--- src/fp_format_pkg.sv ---
// Package: constants for the float operand format and status register block
// Assumes: included by the data register memory and the main block
package fp_format_pkg;

  // Register bus addresses
  localparam logic [7:0]  addr_status      = 8'h00;  // Status and control word
  localparam logic [7:0]  addr_data_base   = 8'h10;  // Data words: base + 2*reg + half
  localparam logic [7:0]  addr_class       = 8'h04;  // Classifier operand low word
  localparam logic [7:0]  addr_class_hi    = 8'h05;  // Classifier operand high word
  localparam logic [7:0]  addr_class_ctl   = 8'h06;  // Classifier control
  localparam logic [7:0]  addr_class_res   = 8'h07;  // Classifier result
  localparam logic [7:0]  addr_int_val     = 8'h08;  // Integer value result

  // Status register fields
  localparam int          trap_lsb         = 0;
  localparam int          uen_bit          = 3;
  localparam int          uf_bit           = 4;
  localparam int          ien_bit          = 5;
  localparam int          if_bit           = 6;
  localparam int          rnd_lsb          = 7;
  localparam int          swf_lsb          = 9;
  localparam int          rmb_bit          = 16;
  localparam logic [31:0] status_wmask     = 32'h0001_ffff;
  localparam logic [31:0] status_reset     = 32'h0000_0000;

  // Trap type codes
  localparam logic [2:0]  trap_none        = 3'h0;
  localparam logic [2:0]  trap_underflow   = 3'h1;
  localparam logic [2:0]  trap_invalid     = 3'h5;

  // Rounding selections
  localparam logic [1:0]  rnd_nearest      = 2'h0;
  localparam logic [1:0]  rnd_zero         = 2'h1;
  localparam logic [1:0]  rnd_pos          = 2'h2;
  localparam logic [1:0]  rnd_neg          = 2'h3;

  // Format geometry
  localparam int          single_exp_w     = 8;
  localparam int          single_frac_w    = 23;
  localparam int          double_exp_w     = 11;
  localparam int          double_frac_w    = 52;
  localparam logic [10:0] single_bias      = 11'h07f;
  localparam logic [10:0] double_bias      = 11'h3ff;

  // Integer length codes
  localparam logic [1:0]  int_byte         = 2'h0;
  localparam logic [1:0]  int_word         = 2'h1;
  localparam logic [1:0]  int_dword        = 2'h3;

  // Operand classes
  typedef enum logic [1:0] {
    class_normal,
    class_zero,
    class_reserved
  } operand_class_type;

endpackage : fp_format_pkg

--- src/float_operand_format_regs.sv ---
// Operand format front end and programming-model storage of a float coprocessor
// Assumes: register port master per house bus; host keeps memory byte order
// Operation
// - Single 32-bit and double 64-bit formats
// - Normalized significand has hidden leading one
// - True exponent is field minus bias
// - All-ones exponent reserved; zero exponent rules
// - Top bit is sign; negate flips it
// - Normal value: sign, scaled, one plus fraction
// - Positive and negative zero both recognised
// - Infinity, NaN, denormal are reserved
// - Reserved operand traps unless plain move
// - Never deliver infinity, NaN or denormal
// - Two's complement integers, 8/16/32 bits
// - Negative integer is pattern minus two-power
// - Eight 64-bit data registers
// - Integer register operands are host registers
// - Double register pair: even low, odd high
// - Status is 32 bits, modified flag 16
// - Rounding field bits 8:7 selects mode
// - Trap type cleared on clean finish
// - Underflow disabled gives exact zero
// - Write to data register sets modified flag
`timescale 1ns/1ps
`default_nettype none
module float_operand_format_regs
  import fp_format_pkg::*;
(
  input  wire logic        clock,           // 250 MHz core clock
  input  wire logic        nrst,            // Asynchronous reset, active low
  input  wire logic [7:0]  reg_addr,        // Register port address
  input  wire logic [31:0] reg_wdata,       // Register port write data
  input  wire logic        reg_write,       // Write strobe
  input  wire logic        reg_read,        // Read strobe
  output logic      [31:0] reg_rdata,       // Read data, cycle after strobe
  input  wire logic        instr_done,      // Instruction finished pulse
  input  wire logic        instr_is_move,   // Finishing instr is plain move
  input  wire logic        instr_is_status, // Finishing instr loads or stores status
  input  wire logic        instr_double,    // Operand is double precision
  input  wire logic [63:0] instr_operand,   // Operand of the finishing instr
  input  wire logic        instr_underflow, // Result too small to normalize
  input  wire logic        result_write,    // Result write to data register
  input  wire logic [2:0]  result_reg,      // Destination register number
  input  wire logic        result_double,   // Result is double precision
  input  wire logic [63:0] result_value,    // Result value from datapath
  output logic      [63:0] result_stored,   // Value actually written (sanitized)
  output logic             invalid_trap,    // Invalid-operation trap pulse
  output logic             underflow_trap,  // Underflow trap pulse
  output logic      [1:0]  rounding_select  // Current rounding mode
);

  ////////////////////////////////////////////////////////////////////////////
  // Decoded view of a floating operand
  typedef struct packed {
    logic              sign;      // Sign bit
    logic [10:0]       exp;       // Biased exponent field
    logic [51:0]       frac;      // Fraction, left aligned
    operand_class_type cls;       // Class
    logic [12:0]       true_exp;  // Signed true exponent
    logic [52:0]       signif;    // Significand with hidden one
  } decoded_type;

  // State of the block, except hi_pending, hi_addr, hi_data and the data memory
  typedef struct packed {
    logic [31:0] status;        // Status and control word
    logic [31:0] rdata;         // Read data register
    logic        rd_mem;        // Read data comes from memory
    logic [63:0] class_op;      // Classifier operand
    logic        class_dbl;     // Classifier precision
    logic [1:0]  class_ilen;    // Classifier integer length
    logic [63:0] stored;        // Last stored result
    logic        inv_trap;      // Invalid trap pulse
    logic        uf_trap;       // Underflow trap pulse
  } state_type;

  state_type state_reg;    // Registered state
  state_type state_next;   // Next state

  ////////////////////////////////////////////////////////////////////////////
  // Split and classify an operand in either format
  function automatic decoded_type decode(input logic [63:0] op, input logic dbl);
    decoded_type d;
    logic        exp_ones;
    logic        exp_zero;
    logic        frac_zero;
    d = '0;
    if (dbl) begin
      d.sign = op[63];
      d.exp  = op[62:52];
      d.frac = op[51:0];
      d.true_exp = 13'(signed'({2'h0, d.exp}) - signed'({2'h0, double_bias}));
      exp_ones = &op[62:52];
    end else begin
      d.sign = op[31];
      d.exp  = {3'h0, op[30:23]};
      d.frac = {op[22:0], 29'h0};
      d.true_exp = 13'(signed'({2'h0, d.exp}) - signed'({2'h0, single_bias}));
      exp_ones = &op[30:23];
    end
    exp_zero  = (d.exp == 11'h000);
    frac_zero = (d.frac == 52'h0);
    d.signif  = {1'b1, d.frac};
    if (exp_ones) begin
      d.cls = class_reserved;
    end else if (exp_zero && frac_zero) begin
      d.cls = class_zero;
    end else if (exp_zero) begin
      d.cls = class_reserved;
    end else begin
      d.cls = class_normal;
    end
    return d;
  endfunction : decode

  // Sign-extend an integer of the chosen length to 32 bits
  function automatic logic [31:0] int_value(input logic [31:0] op, input logic [1:0] len);
    logic [31:0] v;
    case (len)
      int_byte:  v = {{24{op[7]}}, op[7:0]};
      int_word:  v = {{16{op[15]}}, op[15:0]};
      int_dword: v = op;
      default:   v = op;
    endcase
    return v;
  endfunction : int_value

  ////////////////////////////////////////////////////////////////////////////
  // Data register memory wiring
  logic        mem_wr_en;    // Memory write enable
  logic [3:0]  mem_wr_addr;  // Memory write address
  logic [31:0] mem_wr_data;  // Memory write data
  logic [3:0]  mem_rd_addr;  // Memory read address
  logic [31:0] mem_rd_data;  // Memory read data
  logic        hi_pending;   // Second half of a double result due
  logic [3:0]  hi_addr;      // Address of that half
  logic [31:0] hi_data;      // Data of that half

  decoded_type res_dec;      // Result classification
  decoded_type ins_dec;      // Instruction operand classification
  decoded_type cls_dec;      // Classifier port view
  logic [63:0] res_clean;    // Sanitized result

  assign res_dec = decode(result_value, result_double);
  assign ins_dec = decode(instr_operand, instr_double);
  assign cls_dec = decode(state_reg.class_op, state_reg.class_dbl);

  // Reserved results are replaced by a signed zero; underflow with the trap disabled by positive zero
  always_comb begin
    if (res_dec.cls == class_reserved) begin
      res_clean = result_double ? {result_value[63], 63'h0}
                                : {32'h0, result_value[31], 31'h0};
    end else if (instr_underflow && !state_reg.status[uen_bit]) begin
      res_clean = 64'h0;
    end else begin
      res_clean = result_value;
    end
  end

  ////////////////////////////////////////////////////////////////////////////
  // Memory port selection: results take priority, bus writes next
  logic bus_data_wr;  // Bus write to a data word
  logic bus_data_hit; // Bus address within data words
  assign bus_data_hit = (reg_addr[7:4] == addr_data_base[7:4]);
  assign bus_data_wr  = reg_write && bus_data_hit;

  always_comb begin
    mem_wr_en   = 1'b0;
    mem_wr_addr = 4'h0;
    mem_wr_data = 32'h0;
    if (hi_pending) begin
      mem_wr_en   = 1'b1;
      mem_wr_addr = hi_addr;
      mem_wr_data = hi_data;
    end else if (result_write) begin
      mem_wr_en   = 1'b1;
      // Double result: low half in even word, high half next
      mem_wr_addr = {result_reg, 1'b0};
      mem_wr_data = res_clean[31:0];
    end else if (bus_data_wr) begin
      mem_wr_en   = 1'b1;
      mem_wr_addr = reg_addr[3:0];
      mem_wr_data = reg_wdata;
    end
  end

  // Second cycle of a double result write
  always_ff @(posedge clock or negedge nrst) begin
    if (!nrst) begin
      hi_pending <= 1'b0;
      hi_addr    <= 4'h0;
      hi_data    <= 32'h0;
    end else begin
      hi_pending <= result_write && result_double && !hi_pending;
      hi_addr    <= {result_reg, 1'b1};
      hi_data    <= res_clean[63:32];
    end
  end

  assign mem_rd_addr = reg_addr[3:0];

  fp_data_mem #(
    .words (16),
    .aw    (4)
  ) u_mem (
    .clock   (clock),
    .nrst    (nrst),
    .wr_en   (mem_wr_en),
    .wr_addr (mem_wr_addr),
    .wr_data (mem_wr_data),
    .rd_addr (mem_rd_addr),
    .rd_data (mem_rd_data)
  );

  ////////////////////////////////////////////////////////////////////////////
  // Next-state logic
  always_comb begin
    logic [31:0] st;
    logic [31:0] cres;
    st          = state_reg.status;
    cres        = 32'h0;
    state_next  = state_reg;
    state_next.inv_trap = 1'b0;
    state_next.uf_trap  = 1'b0;
    state_next.rd_mem   = 1'b0;

    // Software write to status: reserved bits dropped
    if (reg_write && reg_addr == addr_status) begin
      st = reg_wdata & status_wmask;
    end

    // Completion of an instruction other than a status load or store updates the trap type field
    if (instr_done && !instr_is_status) begin
      if (!instr_is_move && ins_dec.cls == class_reserved) begin
        st[trap_lsb +: 3]   = trap_invalid;
        state_next.inv_trap = 1'b1;
      end else if (instr_underflow) begin
        st[trap_lsb +: 3] = trap_underflow;
        st[uf_bit]        = 1'b1;
        state_next.uf_trap = st[uen_bit];
      end else begin
        st[trap_lsb +: 3] = trap_none;
      end
    end

    // Any data register write sets the modified flag; set wins
    if (result_write || bus_data_wr) begin
      st[rmb_bit] = 1'b1;
    end
    state_next.status = st;

    // Classifier port writes
    if (reg_write) begin
      case (reg_addr)
        addr_class:     state_next.class_op[31:0]  = reg_wdata;
        addr_class_hi:  state_next.class_op[63:32] = reg_wdata;
        addr_class_ctl: begin
          state_next.class_dbl  = reg_wdata[0];
          state_next.class_ilen = reg_wdata[2:1];
        end
        default: ;
      endcase
    end

    // Underflow with trap disabled stores exact zero
    if (result_write) begin
      state_next.stored = res_clean;
    end

    // Classifier result word
    cres[1:0]   = cls_dec.cls;
    cres[2]     = cls_dec.sign;
    cres[15:3]  = cls_dec.true_exp;
    cres[31:16] = 16'(cls_dec.signif[52:37]);

    // Read decode; data words come from memory a cycle later
    if (reg_read) begin
      case (reg_addr)
        addr_status:    state_next.rdata = state_reg.status & status_wmask;
        addr_class:     state_next.rdata = state_reg.class_op[31:0];
        addr_class_hi:  state_next.rdata = state_reg.class_op[63:32];
        addr_class_ctl: state_next.rdata = {29'h0, state_reg.class_ilen,
                                            state_reg.class_dbl};
        addr_class_res: state_next.rdata = cres;
        addr_int_val:   state_next.rdata = int_value(state_reg.class_op[31:0],
                                                     state_reg.class_ilen);
        default: begin
          state_next.rdata  = 32'h0;
          state_next.rd_mem = bus_data_hit;
        end
      endcase
    end else begin
      state_next.rdata = 32'h0;
    end
  end

  ////////////////////////////////////////////////////////////////////////////
  // State register
  always_ff @(posedge clock or negedge nrst) begin
    if (!nrst) begin
      state_reg        <= '0;
      state_reg.status <= status_reset;
    end else begin
      state_reg <= state_next;
    end
  end

  ////////////////////////////////////////////////////////////////////////////
  // Outputs
  assign reg_rdata       = state_reg.rd_mem ? mem_rd_data : state_reg.rdata;
  assign result_stored   = state_reg.stored;
  assign invalid_trap    = state_reg.inv_trap;
  assign underflow_trap  = state_reg.uf_trap;
  assign rounding_select = state_reg.status[rnd_lsb +: 2];

endmodule : float_operand_format_regs
`default_nettype wire

--- src/fp_data_mem.sv ---
// Memory of 32-bit halves backing the eight 64-bit data registers
// Assumes: one write and one read port on the same clock; read data registered
`timescale 1ns/1ps
`default_nettype none
module fp_data_mem
  import fp_format_pkg::*;
#(
  parameter int words = 16,
  parameter int aw    = 4
) (
  input  wire logic          clock,
  input  wire logic          nrst,
  input  wire logic          wr_en,
  input  wire logic [aw-1:0] wr_addr,
  input  wire logic [31:0]   wr_data,
  input  wire logic [aw-1:0] rd_addr,
  output logic      [31:0]   rd_data
);

  logic [31:0] mem [words];  // Storage array, not reset

  //////////////////////////////////////////////////////////////////////////
  // Write port
  always_ff @(posedge clock) begin
    if (wr_en) begin
      mem[wr_addr] <= wr_data;
    end
  end

  //////////////////////////////////////////////////////////////////////////
  // Registered read port
  always_ff @(posedge clock or negedge nrst) begin
    if (!nrst) begin
      rd_data <= 32'h0000_0000;
    end else begin
      rd_data <= mem[rd_addr];
    end
  end

endmodule : fp_data_mem
`default_nettype wire

--- config.mk ---
export PLATFORM = sky130hd
export DESIGN_NAME = float_operand_format_regs
export DESIGN_NICKNAME = d
export VERILOG_FILES = /design/src/fp_format_pkg.sv /design/src/float_operand_format_regs.sv /design/src/fp_data_mem.sv
export SDC_FILE = /design/constraint.sdc
export NUM_CORES = 1
export LEC_CHECK = 0
export BUFFER_PORTS_ARGS = -buffer_cell sky130_fd_sc_hd__buf_2
export CAP_MARGIN = 25
export CELL_PAD_IN_SITES_DETAIL_PLACEMENT = 0
export CELL_PAD_IN_SITES_GLOBAL_PLACEMENT = 1
export CORE_MARGIN = 4
export CORE_UTILIZATION = 30
export CTS_BUF_LIST = sky130_fd_sc_hd__clkbuf_4 sky130_fd_sc_hd__clkbuf_8
export DETAILED_ROUTE_END_ITERATION = 12
export PLACE_DENSITY = 0.58
export SLEW_MARGIN = 20
export SYNTH_ARGS = -nofsm -noshare
export SYNTH_HDL_FRONTEND = slang
export SYNTH_SLANG_ARGS = --single-unit
--- constraint.sdc ---
create_clock -name clock -period 7 [get_ports clock]
set_input_delay 0.35 -clock clock [delete_from_list [all_inputs] [get_ports clock]]
set_output_delay 0.35 -clock clock [all_outputs]
set_load 0.005 [all_outputs]
* Word-level counts from Yosys, hierarchy flattened
Memory sizes are Yosys's and may differ from the RTL's. A register that Yosys moved wholly into a read port is not among the register bits. Cells that the tools add are included.
Cells by class: divide/modulo/power cells 0, reduce and logical (&&, ||, !) cells 36, equal/unequal tests 9, $lt $le $gt $ge 0, muxes and demuxes 48, multipliers 0, shift-type cells 0, bitwise gates (word level) 0, $add $sub $neg 2
Operator list (count):
- two-way mux 64 bit | 4
- one-hot mux 32 bit (6 select lines) | 1
- two-way mux 32 bit | 5
- zero test 52 bit | 3
- two-way mux 63 bit | 2
- one-hot mux 32 bit (2 select lines) | 1
- zero test 11 bit | 3
- AND reduction 11 bit | 3
- == test 8 x 3 -> 1 bit, second input constant | 4
- AND reduction 8 bit | 3
- two-way mux 2 bit | 10
- two-way mux 1 bit | 18
- two-way mux 17 bit | 1
- two-way mux 13 bit | 1
- two-way mux 4 bit | 3
- subtractor 11 x 10 -> 12 bit, second input constant | 1
- logical AND 1 bit | 10
- subtractor 8 x 7 -> 9 bit, second input constant | 1
- == test 8 x 4 -> 1 bit, second input constant | 1
- zero test 8 bit | 1
- two-way mux 3 bit | 2
- AND reduction 2 bit | 3
- OR reduction 6 bit | 1
- zero test 1 bit | 5
- 6 further kinds | 8
Storage, ports and cells: logic and storage cells 112, latch bits 0, register bits after elaboration 220, memories kept 1, bits in writable memories 512, output and inout bits 100, input bits 182, ROM bits 0
Memories:
- u_mem.mem | words 16, width 32, read ports 1, clocked after memory_dff 1, write ports 1, RTL line fp_data_mem.sv:20 | logic [31:0] mem [words];

* Longest topological paths before layout
Gate-level depths: netlist of the first run.
depth in word-level cells 9, gate-level depth with buffers 9, mapped depth without buffers 6

* Cells and area by module
From an unflattened synthesis of the first run, not the netlist that was laid out.
Unflattened totals: cell total of the unflattened synthesis 1897, area, all modules 31338.8 um^2
By module, submodules not included:
- fp_data_mem | instances 1, area an instance 19995.4 um^2, cells each 838, sequential area each 16175.5 um^2
- float_operand_format_regs | instances 1, area an instance 11343.4 um^2, cells each 1059, sequential area each 5505.3 um^2

* Worst setup path before layout of the first run
Ideal clock, no wire load.
path type input to register, start input port reg_addr[1], end memory u_mem.mem[11][0], enable pin, path buffers 3, setup time 0.421 ns, cell stages on the path 7, slack 3.544 ns, required time 6.579 ns, arrival 3.035 ns, path through clkbuf_1 > clkbuf_1 > clkbuf_1 > a31oi_1 > o21ai_0 > nand2_1 > nor2_1
Between the ends: longest elaborated chain between the ends 3
Ends and longest elaborated chain:
- start, declared | RTL line float_operand_format_regs.sv:31 | input wire logic [7:0] reg_addr,
- two-way mux 4 bit | RTL line float_operand_format_regs.sv:179 | end else if (bus_data_wr) begin
- two-way mux 4 bit | RTL line float_operand_format_regs.sv:174 | end else if (result_write) begin
- two-way mux 4 bit | RTL line float_operand_format_regs.sv:170 | if (hi_pending) begin
- end, declared | RTL line fp_data_mem.sv:20
Every way passes these cells.

* Worst setup path in the final report of the first run
start input port result_value[40], end memory u_mem.mem[9][29], data pin
Between the ends: longest elaborated chain between the ends 9
Ends and longest elaborated chain:
- start, declared | RTL line float_operand_format_regs.sv:45 | input wire logic [63:0] result_value,
- two-way mux 63 bit | RTL line float_operand_format_regs.sv:87 | if (dbl) begin
- zero test 52 bit | RTL line float_operand_format_regs.sv:101 | frac_zero = (d.frac == 52'h0);
- logical AND 1 bit | RTL line float_operand_format_regs.sv:105 | end else if (exp_zero && frac_zero) begin
- two-way mux 2 bit | RTL line float_operand_format_regs.sv:105
- two-way mux 2 bit | RTL line float_operand_format_regs.sv:103 | if (exp_ones) begin
- == test 2 bit | RTL line float_operand_format_regs.sv:149 | if (res_dec.cls == class_reserved) begin
- two-way mux 64 bit | RTL line float_operand_format_regs.sv:149
- two-way mux 32 bit | RTL line float_operand_format_regs.sv:174
- two-way mux 32 bit | RTL line float_operand_format_regs.sv:170
- net mem_wr_data[29] | RTL line float_operand_format_regs.sv:131 | logic [31:0] mem_wr_data;
The timed path passes the listed nets, and every way through them passes these cells.

==> run metrics, run 1 <==
outcome=finished, final reports clean; Die Area=0.112 mm²; CTS clock-pin slew for the worst setup and hold paths=0.06 ns; Slew Viols, Final=0; FF+latch count, synth=764; Final nets=2493; combinational power share=8.1%; synth warn=0; Leak=14.9 nW; Hold Slack=0.0667 ns; initial antenna violation count=7; number of library cell types mapped by synthesis=65; Worst Clk Skew=0.0329 ns; final hold viol count=0; Post-Synthesis Cells=1928; setup total negative slack=0 ns; EDFF count, synth=512; MaxCap Viol Count=0; RSZ-0062 raised after global routing=false; CTS tree=done; Area Growth Syn to Fin=19.9%; reg2reg setup slack=4.35 ns; most common cell after layout, fill and taps aside=edfxtp_1; ys flop type=edfxtp_1; vias=19300; Switching Fraction=23.5%; # DRC=0; Clk Latency, worst-skew pair=0.75 ns; Worst Path Required=7.41 ns; CTS Hold Bufs=98; measured slew at the worst slew-check pin=0.990 ns; share of cells above drive strength 1=35.8%; post_cts resized=0; sw power=2.29 mW; grt ovf=0; Power Total=9.76 mW; die height=335 µm; final setup margin=3.27 ns; pre-CTS setup slack=2.84 ns; min-delay src=result_value[30]; hold crit path type=input pin to flop; minimum clock period=3.73 ns; R2R depth=4; Cell Area, Placed=0.0348 mm²; Cell Area, Synth=0.0320 mm²; Final Routed Wirelength=95.2 mm; core area=0.106 mm²; power per cell area=254 mW/mm²; most frequent cells in the layout=edfxtp_1, buf_2, dfrtp_1; Hold Path Sink=result_stored[30]$_DFFE_PN0P_; Core Util, Final=36.4%; DRT Pass-1 Iters=5; Slew Limit Headroom=34.0%; CTS Buffer Depth=3; Die W=335 µm; WL per Instance=25.0 µm; sequential share of the synthesized area=67.7%; row count=119; Max Fanout on Critical Path=32; flip-flop count of the largest register after layout=512; GP Congestion=0.856; WS Path Type=input pin to flop; H-tree levels=3; post-DP HPWL=60.0 mm; TritonCTS Buffers=119; setup violators final=0; first-pass GRT wire length=138 mm; GRT Total Usage=16.7%; R2R Path Start=hi_pending$_DFF_PN0_; port bufs=280; Final Cell Area=0.0384 mm²; Mapped Nets=2112; async set-or-reset flop fraction in the synthesized netlist=33.0%; 1st-iter DRT viols=1650; fin cells=3806; post-CTS setup buffers=0; Antenna Nets Post-Route=0; Critical Path Start Type=input pin; fin crit share=53.3%; Initial Utilization=30.3%; critical path arrival=4.14 ns; maximum VDD drop=0.159 mV; internal power=7.46 mW; Sequential Power Share=52.1%; vias in the first global route=20300; Root Driver=clkbuf_8; Hold Path Stages=4; r2r endpoint=u_mem.mem[1][20]$_DFFE_PP_; vias per cell=5.07; Clock Power Share=39.8%; Post-Syn Area per Cell=16.6 µm²; CTS sink count=764; kind of end point of the critical path=flop; pin count of the biggest net entering global routing=99; placed cell count=3478; boundary pin count=282; FMAX=268 MHz
[how the worst max path moves through the flow]
stage	startpoint	to	slack [ns]	cells after the start
global route	result_value[40]	u_mem.mem[9][29]$_DFFE_PP_	3.26	9
CTS	result_value[40]	u_mem.mem[5][24]$_DFFE_PP_	3.10	9
floorplan	reg_addr[1]	u_mem.mem[11][0]$_DFFE_PP_	3.54	7
detailed placement	result_value[40]	u_mem.mem[1][24]$_DFFE_PP_	2.84	8
global placement	result_value[40]	u_mem.mem[8][26]$_DFFE_PP_	3.01	8
finish	result_value[40]	u_mem.mem[9][29]$_DFFE_PP_	3.27	9
[worst max-delay path: stages]
cell and delay [ns]:
dlygate4sd3_1 0.54, buf_2 0.14, nor4_1 0.81, nand3_1 0.26
nor4_4 0.38, o211ai_4 0.09, buf_4 0.26, a211oi_1 0.58
a2bb2oi_2 0.70
[power groups by stage]
stage	clock network [mW]	logic [mW]	registers (mW)
after floorplan	0	0.447	5.14
after global placement	0	0.738	5.17
after detailed placement	0	0.756	5.17
after CTS	3.98	0.803	5.08
after global routing	4.20	0.857	5.09
final	3.88	0.794	5.08
[metal layers]
| metal | wire length (µm) | part of all wire (%) | global-route usage [%] |
|---|---|---|---|
| met5 | 0 | 0 | 0 |
| met4 | 2420 | 2.5 | 4.73 |
| met3 | 5530 | 5.8 | 3.73 |
| met2 | 46600 | 49 | 27.3 |
| met1 | 40600 | 43 | 22.4 |
[cells by family (layout without fill, tap and decap cells)]
kind of cell,after synthesis,in the layout,share of synthesized area (%)
AOI/OAI and AO/OA,284,284,6.58
other,1,4,0.0117
and+or+nand+nor,350,350,5.86
DFF,764,764,67.7
xor gates and xnor gates,14,14,0.383
adders and majority gates,2,2,0.0781
buffers and inverters,219,703,3.49
muxes,294,294,15.9
[cells in the mapped netlist (all sizes together), types with 5 or more instances]
cell type  number  share of area [%]
a31o           31               0.85
a21oi          38               0.59
inv            36               0.42
and2           37               0.72
mux2          114                4.0
clkbuf         85                1.0
dfrtp         252                 20
a211oi         35               0.86
or4             5               0.12
a2bb2oi        31               0.85
o21a            5               0.12
xnor2           7               0.19
xor2            7               0.19
nand4          17               0.33
a221oi          8               0.22
mux2i          20               0.63
mux4          160                 11
a21o           64                1.5
a22oi           6               0.14
o21ai          15               0.23
nand2          60               0.70
o211ai          7               0.21
nor2b          38               0.74
buf            98                2.1
nor2           57               0.67
and3            7               0.14
nand3          48               0.75
a31oi          26               0.51
nor3           21               0.34
nor4           38               0.81
edfxtp        512                 48
[final cells by class]
cell class / count / area (µm²)
Tap cell: 1391 / 1740
Sequential cell: 764 / 21700
Clock inverter: 38 / 224
Multi-Input combinational cell: 945 / 9390
Timing Repair Buffer: 443 / 2920
Fill cell: 9897 / 67200
Inverter: 36 / 135
Antenna cell: 3 / 7.51
Clock buffer: 186 / 2280
Note: power is estimated with default switching activity, not from simulation.
==> run 2: changes to the inputs <==
--- a/config.mk
+++ b/config.mk
@@ -13,7 +13,7 @@
 export CORE_UTILIZATION = 30
 export CTS_BUF_LIST = sky130_fd_sc_hd__clkbuf_4 sky130_fd_sc_hd__clkbuf_8
 export DETAILED_ROUTE_END_ITERATION = 12
-export PLACE_DENSITY = 0.58
+export PLACE_DENSITY = 0.6
 export SLEW_MARGIN = 20
 export SYNTH_ARGS = -nofsm -noshare
 export SYNTH_HDL_FRONTEND = slang
==> constraint.sdc (replaced) <==
create_clock -name clock -period 3.1 [get_ports clock]
set_input_delay 0.155 -clock clock [delete_from_list [all_inputs] [get_ports clock]]
set_output_delay 0.155 -clock clock [all_outputs]
set_load 0.005 [all_outputs]
==> run 2 against run 1 <==
  * Utilization increased by 0.95 points
  * Register-to-register slack worse by 3.6 ns
  * Clock skew increased by 0.0053 ns
  * Via count up 1.6%
  * Worst hold slack improved by 0.019 ns
  * Non-clock buffer count rose by 84
  * Highest routed layer is now met5
  * Clock-buffer cell count grew 2
  * Critical endpoint is now u_mem.mem[4][5]$_DFFE_PP_
  * Wire length rose by 3.0%
  * Largest cell class unchanged
==> run metrics, run 2 (synthesized netlist as in run 1, its figures left out) <==
outcome=finished, final reports clean; CTS tree=done; grt ovf=0; Final Routed Wirelength=98.0 mm; vias in the first global route=20700; Cell Area, Placed=0.0356 mm²; kind of end point of the critical path=flop; worst setup path endpoint=u_mem.mem[4][5]$_DFFE_PP_; MaxCap Viol Count=0; share of cells above drive strength 1=37.1%; Die W=335 µm; internal power=17.0 mW; CTS Buffer Depth=3; # DRC=0; minimum clock period=2.84 ns; most common cell after layout, fill and taps aside=edfxtp_1; Slew Limit Headroom=52.4%; row count=119; maximum VDD drop=0.325 mV; Leak=15.4 nW; RSZ-0062 raised after global routing=false; combinational power share=8.5%; r2r endpoint=state_reg[139]$_DFF_PN0_; Antenna Nets Post-Route=0; critical path arrival=3.41 ns; Sequential Power Share=51.5%; Worst Path Required=3.67 ns; pre-CTS setup slack=0.0664 ns; TritonCTS Buffers=117; Crit. Startpoint=result_value[27]; GP Congestion=0.906; GRT Total Usage=17.1%; Slew Viols, Final=0; post-DP HPWL=64.0 mm; WL per Instance=25.2 µm; Max Fanout on Critical Path=32; final setup margin=0.265 ns; vias=19600; boundary pin count=282; reg2reg setup slack=0.72 ns; CTS clock-pin slew for the worst setup and hold paths=0.06 ns; power per cell area=566 mW/mm²; Clock Power Share=40.0%; DRT Pass-1 Iters=6; Root Driver=clkbuf_8; flip-flop count of the largest register after layout=512; final hold viol count=0; port bufs=280; Worst Clk Skew=0.0382 ns; hold crit path type=input pin to flop; Final Cell Area=0.0394 mm²; H-tree levels=3; WS Path Type=input pin to flop; Initial Utilization=30.3%; R2R depth=6; CTS sink count=764; Final nets=2575; Switching Fraction=23.5%; sw power=5.24 mW; FMAX=353 MHz; pin count of the biggest net entering global routing=99; die height=335 µm; CTS Hold Bufs=121; setup violators final=0; Area Growth Syn to Fin=23.0%; 1st-iter DRT viols=1661; initial antenna violation count=8; Critical Path Start Type=input pin; first-pass GRT wire length=141 mm; Clk Latency, worst-skew pair=0.76 ns; post_cts resized=0; core area=0.106 mm²; most frequent cells in the layout=edfxtp_1, buf_2, dfrtp_1; fin crit share=91.5%; vias per cell=5.04; R2R Path Start=state_reg[92]$_DFFE_PN0P_; measured slew at the worst slew-check pin=0.709 ns; Die Area=0.112 mm²; post-CTS setup buffers=0
run 2: worst min-delay path by stage:
stage                start                       endpoint  slack (ns)  depth (start not counted)
2_1_floorplan         nrst           hi_addr[0]$_DFF_PN0_       -0.14                          0
3_3_place_gp          nrst  result_stored[24]$_DFFE_PN0P_        0.18                          1
3_5_place_dp          nrst  result_stored[23]$_DFFE_PN0P_        0.20                          1
4_1_cts        reg_addr[0]       state_reg[141]$_DFF_PN0_      0.0009                          4
5_1_grt        reg_addr[0]       state_reg[141]$_DFF_PN0_        0.06                          4
6_report       reg_addr[1]       state_reg[141]$_DFF_PN0_        0.09                          4
run 2: final cells by class:
| cell class | count | area (µm²) |
|---|---|---|
| Tap cell | 1391 | 1740 |
| Clock inverter | 32 | 270 |
| Sequential cell | 764 | 21700 |
| Inverter | 36 | 135 |
| Antenna cell | 1 | 2.50 |
| Multi-Input combinational cell | 945 | 9340 |
| Clock buffer | 188 | 2260 |
| Fill cell | 9921 | 66200 |
| Timing Repair Buffer | 527 | 3970 |
run 2: critical path, stage by stage:
cell and delay [ns]:
dlygate4sd3_1 0.54, buf_2 0.13, or4_1 0.59, nand4bb_1 0.29, nor4_4 0.29, o211ai_4 0.12, buf_12 0.19, a211oi_1 0.44
a2bb2oi_1 0.37, buf_4 0.27
run 2: through the flow:
| step | instances | power, mW | utilization [%] | hold WS [ns] | setup TNS, ns |
|---|---|---|---|---|---|
| 2_1_floorplan | 1928 | 12.6 | - | -0.141 | -38.98 |
| 5_1_grt | 3884 | 23.1 | 37.3 | 0.0578 | 0 |
| 6_report | 3884 | 22.3 | 37.3 | 0.0855 | 0 |
| 3_3_place_gp | 3542 | 13.4 | 33.8 | 0.185 | 0 |
| 4_1_cts | 3883 | 22.5 | 37.3 | 0.000863 | 0 |
| 3_5_place_dp | 3542 | 13.5 | 33.8 | 0.201 | 0 |
run 2: power by group through the flow:
| stage | registers (mW) | clock network [mW] | logic, mW |
|---|---|---|---|
| finish | 11.5 | 8.90 | 1.90 |
| global route | 11.5 | 9.60 | 2.04 |
| CTS | 11.5 | 9.14 | 1.93 |
| detailed placement | 11.7 | 0 | 1.79 |
| global placement | 11.7 | 0 | 1.75 |
| floorplan | 11.6 | 0 | 1.01 |
run 2: layer usage:
layer / share of wire, % / GRT usage, % / vias to the layer above
met4: 3.1 / 5.61 / 4
li1: - / - / 8476
met5: 0.028 / 0 / -
met1: 43 / 23.3 / 10300
met2: 49 / 27.9 / 604
met3: 5.4 / 3.17 / 173
==> run 3: changes to the inputs <==
--- a/config.mk
+++ b/config.mk
@@ -5,7 +5,7 @@
 export SDC_FILE = /design/constraint.sdc
 export NUM_CORES = 1
 export LEC_CHECK = 0
-export BUFFER_PORTS_ARGS = -buffer_cell sky130_fd_sc_hd__buf_2
+export BUFFER_PORTS_ARGS = -buffer_cell sky130_fd_sc_hd__buf_4
 export CAP_MARGIN = 25
 export CELL_PAD_IN_SITES_DETAIL_PLACEMENT = 0
 export CELL_PAD_IN_SITES_GLOBAL_PLACEMENT = 1
==> run 3 against run 2 <==
  * Wire length shrank 0.35%
  * Worst hold slack gained 0.0013 ns
  * Clock power is essentially flat
==> run metrics, run 3 (synthesized netlist as in run 1, its figures left out) <==
area of the multi-input gates=0.00935 mm²; kind of end point of the critical path=flop; cells along the critical path=dlygate4sd3_1, buf_4, nor4_4, dlygate4sd3_1, buf_4, nand2_1, nor2_1, nand2_2, a221o_1, dlygate4sd3_1; CTS Buffer Depth=3; combinational power share=8.9%; post-CTS setup buffers=0; Sequential Power Share=51.3%; Die W=335 µm; sw power=5.21 mW; first-pass GRT wire length=141 mm; reg2reg setup slack=0.35 ns; CP max stage cell=dlygate4sd3_1; Slew Viols, Final=0; power per cell area=559 mW/mm²; Hold Slack=0.0868 ns; Clk Latency, worst-skew pair=0.75 ns; Max Fanout on Critical Path=8; grt ovf=0; 1st-iter DRT viols=1519; register area=0.0217 mm²; Worst Clk Skew=0.0287 ns; initial antenna violation count=4; final setup margin=0.178 ns; Initial Utilization=30.3%; minimum clock period=2.92 ns; Root Driver=clkbuf_8; Switching Fraction=23.3%; CTS sink count=764; Crit. Startpoint=reg_addr[5]; CTS clock-pin slew for the worst setup and hold paths=0.06 ns; r2r endpoint=result_stored[31]$_DFFE_PN0P_; DRT Pass-1 Iters=5; # DRC=0; CTS tree=done; Area Growth Syn to Fin=24.9%; vias per cell=5.08; CP dominant cell by count=dlygate4sd3_1; RSZ-0062 raised after global routing=false; final hold viol count=0; pre-CTS setup slack=0.153 ns; share of cells above drive strength 1=36.7%; Clock Power Share=39.8%; min-delay src=result_reg[2]; pin count of the biggest net entering global routing=99; measured slew at the worst slew-check pin=0.750 ns; R2R depth=8; Filler cells=9736; Critical Path Start Type=input pin; vias=19700; vias in the first global route=20800; Worst path max stage delay=0.69 ns; port bufs=280; die height=335 µm; GP Congestion=0.898; flip-flop count of the largest register after layout=512; H-tree levels=3; FMAX=342 MHz; most frequent cells in the layout=edfxtp_1, buf_4, dfrtp_1; GRT Total Usage=17.0%; TritonCTS Buffers=118; post-DP HPWL=64.3 mm; Final nets=2570; R2R Path Start=state_reg[169]$_DFF_PN0_; setup violators final=0; maximum VDD drop=0.349 mV; Die Area=0.112 mm²; hold crit path type=input pin to flop; WS Path Type=input pin to flop; Antenna Nets Post-Route=0; critical path arrival=3.55 ns; Final Routed Wirelength=97.7 mm; row count=119; Leak=15.5 nW; outcome=finished, final reports clean; WL per Instance=25.1 µm; MaxCap Viol Count=0; Cell Area, Placed=0.0362 mm²; fin crit share=94.3%; Core Util, Final=37.9%; most common cell after layout, fill and taps aside=edfxtp_1; worst setup path endpoint=state_reg[170]$_DFF_PN0_; Final Cell Area=0.0400 mm²; core area=0.106 mm²; Slew Limit Headroom=50.0%; boundary pin count=282; Worst Path Required=3.72 ns; internal power=17.2 mW
[run 3: per-layer routing]
metal | vias up | GRT usage [%] | wire length (µm) | part of all wire, %
met1 | 10400 | 23.3 | 41700 | 43
met5 | - | 0 | 21 | 0.021
met4 | 4 | 5.13 | 2960 | 3.0
met3 | 182 | 3.23 | 5500 | 5.6
met2 | 650 | 27.8 | 47500 | 49
li1 | 8475 | - | - | -
[run 3: power groups by stage]
stage          registers [mW]  clock network (mW)  logic (mW)
2_1_floorplan            11.6                   0        1.01
3_3_place_gp             11.7                   0        1.85
3_5_place_dp             11.7                   0        1.88
4_1_cts                  11.5                9.11        2.02
5_1_grt                  11.5                9.60        2.14
6_report                 11.5                8.89        1.99
[run 3: cell type report]
type                       instances  area share (%)
timing repair buffer             521            11.4
tap                             1391            4.35
clock inverter                    30           0.591
sequential                       764            54.2
antenna                            2          0.0125
inverter                          36           0.338
multi-input combinational        945            23.4
clock buffer                     195            5.72
[run 3: worst min path at each step]
| stage | end | slack [ns] | cells past startpoint |
|---|---|---|---|
| 5_1_grt | hi_addr[3]$_DFF_PN0_ | 0.04 | 2 |
| 3_3_place_gp | result_stored[27]$_DFFE_PN0P_ | 0.22 | 1 |
| 2_1_floorplan | hi_addr[0]$_DFF_PN0_ | -0.14 | 0 |
| 3_5_place_dp | result_stored[27]$_DFFE_PN0P_ | 0.23 | 1 |
| 6_report | hi_addr[3]$_DFF_PN0_ | 0.09 | 2 |
| 4_1_cts | result_stored[31]$_DFFE_PN0P_ | 0.01 | 3 |
[run 3: per-stage QoR]
stage	std cells	setup TNS [ns]	power [mW]
final	3884	0	22.4
after CTS	3882	0	22.6
after detailed placement	3535	0	13.6
after floorplan	1928	-38.98	12.6
after global routing	3882	0	23.2
after global placement	3535	0	13.5
[run 3: worst max-delay path, delay by kind of cell]
| kind | cells | cell delay (ns) |
|---|---|---|
| AND/OR/NAND/NOR | 4 | 0.91 |
| AO/OA/AOI/OAI | 1 | 0.39 |
| buffers and inverters | 5 | 2.09 |
[run 3: repair_timing]
item | 4_1_cts | 5_1_grt
endpoints found under the setup margin | 0 | 2
endpoints found under the hold margin | 335 | 0
hold buffers | 122 | 0
gates resized for setup | 0 | 2
